`config.mk`:
```
export PLATFORM = sky130hd
export DESIGN_NAME = core_clock_reset_sequencer
export DESIGN_NICKNAME = d
export VERILOG_FILES = /design/src/rtl/core_clk_rst_pkg.sv /design/src/rtl/core_clock_reset_sequencer.sv
export SDC_FILE = /design/constraint.sdc
export NUM_CORES = 1
export LEC_CHECK = 0
export BUFFER_PORTS_ARGS = -buffer_cell sky130_fd_sc_hd__buf_4
export CAP_MARGIN = 15
export CORE_ASPECT_RATIO = 0.9
export CORE_UTILIZATION = 60
export CTS_CLUSTER_DIAMETER = 100
export DETAILED_ROUTE_END_ITERATION = 10
export PLACE_DENSITY = 0.8
export SETUP_SLACK_MARGIN = 0.4
export SYNTH_ARGS = -nofsm -noshare
export SYNTH_HDL_FRONTEND = slang
export SYNTH_SLANG_ARGS = --single-unit
```
`constraint.sdc`:
```
create_clock -name sys_clk -period 6.8 [get_ports sys_clk]
set_clock_uncertainty 0.2 [all_clocks]
set_input_delay 1.02 -clock sys_clk [delete_from_list [all_inputs] [get_ports sys_clk]]
set_output_delay 1.02 -clock sys_clk [all_outputs]
set_load 0.01 [all_outputs]
```
`src/rtl/core_clk_rst_pkg.sv`:
```
// constants for the core clock and reset sequencer
package core_clk_rst_pkg;
  // ==========================================================
  // timing
  localparam int          REF_CLK_MHZ   = 50;
  localparam int          CORE_RST_CYC  = 4096;           // input-clock cycles of core reset hold
  localparam int          CORE_RST_MAX  = 4097;           // with one missed setup edge
  localparam int          MIN_PULSE_CYC = 4;              // later reset pulses, held by the board
  localparam int          PLL_SETUP_US  = 20;
  localparam int          PLL_SETUP_CYC = PLL_SETUP_US * REF_CLK_MHZ;
  localparam int          CNT_W         = 13;
  localparam int          SYNC_CYC      = 5;              // edges from first pin sample to count start
  // ==========================================================
  // ratio encodings
  localparam int          MULT_W        = 6;
  localparam int          SEL_W         = 2;
  localparam logic [1:0]  SEL_3TO1      = 2'h0;
  localparam logic [1:0]  SEL_16TO1     = 2'h1;
  localparam logic [1:0]  SEL_8TO1      = 2'h2;
  localparam logic [5:0]  MULT_3        = 6'h03;
  localparam logic [5:0]  MULT_8        = 6'h08;
  localparam logic [5:0]  MULT_16       = 6'h10;
  localparam logic [5:0]  MULT_DEFAULT  = MULT_3;
  localparam int          DIV_W         = 16;
  localparam int          ACC_W         = 17;
  // ==========================================================
  // sequencer states
  typedef enum logic [2:0] {
    ST_HOLD  = 3'b001,
    ST_COUNT = 3'b010,
    ST_RUN   = 3'b100
  } seq_state_e;
endpackage : core_clk_rst_pkg

```
`src/rtl/core_clock_reset_sequencer.sv`:
```
// start-up core clock ratio and core reset sequencer on the input clock
`timescale 1ns/1ps
module core_clock_reset_sequencer #(
  parameter int NPORTS = 4
) (
  input  wire logic                       sys_clk,
  input  wire logic                       sys_rst,
  input  wire logic                       clk_en,
  input  wire logic                       ext_rst_n,          // reset pin, asynchronous
  input  wire logic [1:0]                 ratio_select_pins,  // asynchronous straps
  input  wire logic                       pll_mult_wr,        // power_mgmt_control write strobe
  input  wire logic [5:0]                 pll_mult_in,
  input  wire logic [NPORTS*16-1:0]       serial_port_divider,
  output logic      [5:0]                 core_mult_r,        // multiplier to the PLL
  output logic                            core_rst_r,
  output logic                            io_default_r,
  output logic      [NPORTS-1:0]          sport_tick_r
);
  // ==========================================================
  // pin synchronisers: three stages, change taken when 2 and 3 agree, for the straps only while the pin is low
  logic [2:0] rst_sync_r;
  logic [2:0] rst_sync_nxt;
  logic [1:0] sel_s1_r, sel_s2_r, sel_s3_r;
  logic [1:0] sel_s1_nxt, sel_s2_nxt, sel_s3_nxt;
  logic       pin_low_r, pin_low_nxt;
  logic [1:0] sel_r, sel_nxt;

  // filtered pin level only moves when the last two stages agree
  always_comb begin
    rst_sync_nxt = {rst_sync_r[1:0], ext_rst_n};
    sel_s1_nxt   = ratio_select_pins;
    sel_s2_nxt   = sel_s1_r;
    sel_s3_nxt   = sel_s2_r;
    pin_low_nxt  = pin_low_r;
    if (rst_sync_r[1] == rst_sync_r[2]) begin
      pin_low_nxt = ~rst_sync_r[2];
    end
    sel_nxt = sel_r;
    if (pin_low_r && sel_s2_r == sel_s3_r) begin
      sel_nxt = sel_s3_r;
    end
  end

  always_ff @(posedge sys_clk) begin
    if (sys_rst) begin
      rst_sync_r <= 3'h0;
      sel_s1_r   <= 2'h0;
      sel_s2_r   <= 2'h0;
      sel_s3_r   <= 2'h0;
      pin_low_r  <= 1'b1;
      sel_r      <= 2'h0;
    end else if (clk_en) begin
      rst_sync_r <= rst_sync_nxt;
      sel_s1_r   <= sel_s1_nxt;
      sel_s2_r   <= sel_s2_nxt;
      sel_s3_r   <= sel_s3_nxt;
      pin_low_r  <= pin_low_nxt;
      sel_r      <= sel_nxt;
    end
  end

  // ==========================================================
  // core reset sequencer
  core_clk_rst_pkg::seq_state_e state_r, state_nxt;
  logic [12:0] cnt_r, cnt_nxt;
  logic        core_rst_nxt;
  logic        io_default_nxt;
  localparam logic [12:0] LAST_CNT = 13'(core_clk_rst_pkg::CORE_RST_CYC - 1);

  // pin reassertion wins in every state so the count always restarts
  always_comb begin
    state_nxt      = state_r;
    cnt_nxt        = cnt_r;
    core_rst_nxt   = core_rst_r;
    io_default_nxt = pin_low_r;
    case (state_r)
      core_clk_rst_pkg::ST_HOLD: begin
        cnt_nxt      = 13'h0000;
        core_rst_nxt = 1'b1;
        // the filter edges are already spent, so they count toward the hold
        // and the release does not land late by the synchroniser depth
        if (!pin_low_r) begin
          state_nxt = core_clk_rst_pkg::ST_COUNT;
          cnt_nxt   = 13'(core_clk_rst_pkg::SYNC_CYC);
        end
      end
      core_clk_rst_pkg::ST_COUNT: begin
        cnt_nxt = cnt_r + 13'h0001;
        if (cnt_r == LAST_CNT) begin
          state_nxt    = core_clk_rst_pkg::ST_RUN;
          core_rst_nxt = 1'b0;
        end
      end
      core_clk_rst_pkg::ST_RUN: begin
        core_rst_nxt = 1'b0;
      end
      default: begin
        state_nxt    = core_clk_rst_pkg::ST_HOLD;
        core_rst_nxt = 1'b1;
      end
    endcase
    if (pin_low_r) begin
      state_nxt    = core_clk_rst_pkg::ST_HOLD;
      cnt_nxt      = 13'h0000;
      core_rst_nxt = 1'b1;
    end
  end

  always_ff @(posedge sys_clk) begin
    if (sys_rst) begin
      state_r      <= core_clk_rst_pkg::ST_HOLD;
      cnt_r        <= 13'h0000;
      core_rst_r   <= 1'b1;
      io_default_r <= 1'b1;
    end else if (clk_en) begin
      state_r      <= state_nxt;
      cnt_r        <= cnt_nxt;
      core_rst_r   <= core_rst_nxt;
      io_default_r <= io_default_nxt;
    end
  end

  // ==========================================================
  // core multiplier: straps during reset, software write afterwards
  logic [5:0] core_mult_nxt;
  logic [5:0] strap_mult;

  always_comb begin
    case (sel_r)
      core_clk_rst_pkg::SEL_16TO1: strap_mult = core_clk_rst_pkg::MULT_16;
      core_clk_rst_pkg::SEL_8TO1:  strap_mult = core_clk_rst_pkg::MULT_8;
      default:                     strap_mult = core_clk_rst_pkg::MULT_3;
    endcase
    core_mult_nxt = core_mult_r;
    if (state_r != core_clk_rst_pkg::ST_RUN) begin
      core_mult_nxt = strap_mult;
    end else if (pll_mult_wr && pll_mult_in != 6'h00) begin
      core_mult_nxt = pll_mult_in;  // range is software's to
    end
  end

  always_ff @(posedge sys_clk) begin
    if (sys_rst) begin
      core_mult_r <= core_clk_rst_pkg::MULT_DEFAULT;
    end else if (clk_en) begin
      core_mult_r <= core_mult_nxt;
    end
  end

  // ==========================================================
  // serial port clocks: per-port phase accumulator in core cycles.
  // one tick per input cycle at most, so dividers below the
  // multiplier saturate at the input rate
  wire logic [NPORTS-1:0] sport_tick_nxt;

  genvar gi;
  generate
    for (gi = 0; gi < NPORTS; gi++) begin : g_port
      logic [16:0] acc_r, acc_nxt;
      logic        tick_nxt;
      logic [16:0] sum;
      logic [16:0] div;
      always_comb begin
        div      = {1'b0, serial_port_divider[gi*16 +: 16]};
        sum      = acc_r + {11'h000, core_mult_r};
        acc_nxt  = sum;
        tick_nxt = 1'b0;
        if (core_rst_r || div == 17'h00000) begin
          acc_nxt = 17'h00000;
        end else if (sum >= div) begin
          acc_nxt  = (sum - div >= div) ? 17'h00000 : sum - div;
          tick_nxt = 1'b1;
        end
      end
      assign sport_tick_nxt[gi] = tick_nxt;
      always_ff @(posedge sys_clk) begin
        if (sys_rst) begin
          acc_r <= 17'h00000;
        end else if (clk_en) begin
          acc_r <= acc_nxt;
        end
      end
    end
  endgenerate

  // one register for all ticks, so the output has a single driving process
  always_ff @(posedge sys_clk) begin
    if (sys_rst) begin
      sport_tick_r <= '0;
    end else if (clk_en) begin
      sport_tick_r <= sport_tick_nxt;
    end
  end

  // ==========================================================
  // checks
  core_rst_pin_a: assert property (@(posedge sys_clk) disable iff (sys_rst)
    clk_en && pin_low_r |=> core_rst_r) else $error("core reset not held with pin low");
  hold_full_a: assert property (@(posedge sys_clk) disable iff (sys_rst)
    $fell(core_rst_r) |-> cnt_r == 13'(core_clk_rst_pkg::CORE_RST_CYC))
    else $error("core reset released at wrong count");
  hold_bound_a: assert property (@(posedge sys_clk) disable iff (sys_rst)
    cnt_r <= 13'(core_clk_rst_pkg::CORE_RST_MAX)) else $error("release count overran");
  count_start_a: assert property (@(posedge sys_clk) disable iff (sys_rst)
    clk_en && state_r == core_clk_rst_pkg::ST_HOLD && !pin_low_r |=> state_r == core_clk_rst_pkg::ST_COUNT)
    else $error("count did not start on release");
  io_default_a: assert property (@(posedge sys_clk) disable iff (sys_rst)
    clk_en && pin_low_r |=> io_default_r) else $error("pins not at default during reset");
  strap_ratio_a: assert property (@(posedge sys_clk) disable iff (sys_rst)
    clk_en && pin_low_r && state_r == core_clk_rst_pkg::ST_HOLD && sel_r == core_clk_rst_pkg::SEL_16TO1
    |=> core_mult_r == core_clk_rst_pkg::MULT_16)
    else $error("strap ratio not applied");
  sw_ratio_a: assert property (@(posedge sys_clk) disable iff (sys_rst)
    clk_en && state_r == core_clk_rst_pkg::ST_RUN && pll_mult_wr && pll_mult_in != 6'h00 |=> core_mult_r == $past(pll_mult_in))
    else $error("software ratio not taken");
  sport_quiet_a: assert property (@(posedge sys_clk) disable iff (sys_rst)
    core_rst_r && clk_en |=> sport_tick_r == '0) else $error("serial clock ran in reset");
endmodule : core_clock_reset_sequencer

```
==> impl_metrics.toml <==
[grt]
grt_use_total = 0.304
grt_remaining_overflow = 0
grt_max_degree = 66
first_global_vias = 10100
antenna_found_initial = 0
grt_pass1_wl_um = 48500

[clocking]
cts_hold_buf = 0
clock-root-buffer = "clkbuf_16"
worstSkewPairLatency_ps = 360
post_cts_buffers = 0
cts_buffer_depth = 2
htreeDepth = 3
cts_buffers = 9
cts_tree = "built"
cts.sinks = 108
path_clk_slew_ps = 80

[sta]
period_needed_ps = 5950
grt_setup_unrepaired = "no"
finalHoldViolations = 0
setup_viol = 0
worst_slew_pin_slew_ps = 982
relSlewSlack = 0.343
period_share = 0.875
finalSetupTns_ps = 0
fmax_mhz = 168
fin_ws_ps = 850
slew_violations = 0

[pwr]
p_total_w = 0.00159
p_comb_frac = 0.272
switching_share = 0.323
p_leak_nw = 5.67
irDropWorstVdd_v = 0.000142
p_switching_w = 0.000513
seq_power_share = 0.405
p_clk_frac = 0.323
p_int_w = 0.00108
power_density_mw_per_mm2 = 128

[setup_path]
worstPathRequired_ps = 6890
path_delay_family = "compound AO/OA/AOI/OAI gates"
critical_path.startpoint_type = "register"
path_cells = "inv_1, fa_1, nor2b_1, o31ai_1, a21oi_1, nor2b_1, or2_2, ha_1, nand4_1, a21oi_1, o31ai_1, a31oi_1, o311ai_1, ha_1, and4_1, nand3_1, o311ai_0, a211oi_1, nand3_1, o2bb2ai_1, buf_4, a222oi_1, nor2_1"
critical_path_class = "register to register"
cp.buffers_inverters = 2
cpMaxStageDelayCell = "fa_1"
critPathMaxFanout = 16
slowest_delay_ps = 490
critPathArrivalTime_ps = 6040
cp-end-kind = "register"

[synth]
synth_flop_cell = "dfxtp_1"
synth_edf_count = 0
ys_warn_count = 0
post_synth_inst_count = 1441
synth_cell_type_count = 76
netlist_area_mm2 = 0.0113
async_reset_ff_frac = 0
ys_seq_area_frac = 0.191
synth_nets = 1681
ys_seq_elements = 108
syn_avg_cell_area_um2 = 7.85

[drt]
post_drt_wl_per_cell_um = 16.8
routed_wl_um = 29400
num_vias = 10900
drt_iter0_markers = 810
detail-route-antenna-nets = 0
dr.pass1.iters = 6
vias_per_cell = 6.24
post-route-drc-count = 0

[die]
die_y_um = 132
num_rows = 47
ios = 89
start_util = 0.615
coreArea_mm2 = 0.0184
fp.dieW_um = 147
die_area_mm2 = 0.0194

[placed_design]
placed_cell_area_mm2 = 0.0121
numPortBuffers = 88
pre_cts_ws_ps = 817
dpl.cell_count = 1739
post-dp-hpwl_um = 23600
gp_congestion = 0.934

[cells_and_area]
diodes = 0
fin_nets = 1745
syn2layout_area_growth_pct = 9.84
drive_above_1_share = 0.0881
stdcell_area_mm2 = 0.0124
finalNonFillerCells = 1755

[min_path]
hp-class = "register to register"

[status]
status = "complete, no violations"

[flow_run]
max_cap_viol_count = 0
-- registers in the layout, indices dropped and copies added (netlist names) --
signal / flops
cnt_r: 13
core_mult_r: 6
core_rst_r: 1
g_port.acc_r: 68
io_default_nxt: 1
io_default_r: 1
rst_sync_r: 3
sel_r: 2
sel_s1_r: 2
sel_s2_r: 2
sel_s3_r: 2
sport_tick_r: 4
state_r: 3
-- area by class of cell --
cell class / count / area [µm²]
clock inverters: 6 / 55.1
inverters: 106 / 398
multi-input cells: 1188 / 8590
flip-flops and latches: 108 / 2160
fillers: 1578 / 5980
repair buffers: 92 / 691
well taps: 245 / 307
clock buffers: 10 / 229
-- path summary, 6_finish.rpt --
path | to | start | slack, ps | cells past startpoint
setup / recovery | g_port[3].acc_r[10] | core_mult_r[1] | 850 | 23
hold / removal | sport_tick_r[2] | sport_tick_r[2] | 270 | 1
setup reg to reg | g_port[3].acc_r[10] | core_mult_r[1] | 850 | 23
hold reg to reg | sport_tick_r[2] | sport_tick_r[2] | 270 | 1
-- what timing repair did --
item | 4_1_cts | 5_1_grt
gates resized for setup | 0 | 4
endpoints found under the hold margin | 0 | 0
setup endpoints to repair | 0 | 36
-- cells in the final DEF, fill, tap and decap left out, types with 25 or more instances in the layout --
cell and count:
a21o_1 27, a21oi_1 105, a221o_1 28, and2_1 32
and3_1 29, buf_4 92, dfxtp_1 108, ha_1 155
inv_1 106, nand2_1 91, nand3_1 43, nand4_1 26
nor2_1 137, o21a_1 25, o21ai_0 48, xnor2_1 78
xor2_1 38
-- worst register-to-register path, cell delays in order (launching register included) --
cell and delay, ps:
dfxtp_1 450, inv_1 210, fa_1 490, nor2b_1 200, o31ai_1 130, a21oi_1 370, nor2b_1 110, or2_2 310
ha_1 350, nand4_1 150, a21oi_1 90, o31ai_1 450, a31oi_1 200, o311ai_1 420, ha_1 310, and4_1 160
nand3_1 90, o311ai_0 130, a211oi_1 300, nand3_1 110, o2bb2ai_1 140, buf_4 250, a222oi_1 130, nor2_1 140
-- synth_stat cells (9+ instances only) --
cell | number | area, µm²
ha_1 | 155 | 1940
nor2_1 | 139 | 522
dfxtp_1 | 108 | 2160
a21oi_1 | 106 | 531
inv_1 | 106 | 398
nand2_1 | 91 | 342
xnor2_1 | 78 | 683
o21ai_0 | 48 | 240
nand3_1 | 43 | 215
xor2_1 | 38 | 333
and2_1 | 32 | 200
and3_1 | 29 | 181
a221o_1 | 28 | 280
a21o_1 | 27 | 203
clkbuf_1 | 26 | 97.6
nand4_1 | 26 | 163
o21a_1 | 25 | 188
nor2b_1 | 24 | 150
nor3_1 | 24 | 120
nand2b_1 | 21 | 131
nor4_1 | 21 | 131
o31ai_1 | 21 | 158
a211oi_1 | 20 | 150
a31oi_1 | 16 | 100
a222oi_1 | 15 | 150
o21bai_1 | 13 | 97.6
mux2i_1 | 12 | 120
o211ai_1 | 9 | 67.6
-- stage by stage --
step	utilization	hold WS, ps
final	0.675	265
after global routing	0.675	296
after CTS	0.675	268
after detailed placement	0.659	249
after global placement	0.659	249
after floorplan	-	229
-- power groups by stage --
stage	clock, W	sequential (W)	combinational (W)
final	0.000514	0.000644	0.000433
after global routing	0.000545	0.000645	0.000484
after CTS	0.000521	0.000644	0.000426
after detailed placement	0	0.000658	0.000421
after global placement	0	0.000658	0.000410
after floorplan	0	0.000657	0.000292
-- cells by family (layout without fill, tap and decap cells) --
group | count (synthesis) | in the layout | synth area share
adders and majority gates | 163 | 163 | 0.186
DFF | 108 | 108 | 0.191
AOI/OAI and AO/OA | 399 | 399 | 0.248
buffers and inverters | 145 | 214 | 0.0508
and+or+nand+nor | 497 | 497 | 0.223
muxes | 13 | 13 | 0.0116
xor gates and xnor gates | 116 | 116 | 0.0898
-- per-layer routing --
metal	GRT usage	part of all wire	up-vias
li1	-	-	5466
met1	0.423	0.47	5047
met2	0.486	0.44	386
met3	0.0374	0.057	47
met4	0.101	0.027	0
met5	0	0	-
(Power assumes the default switching activity.)
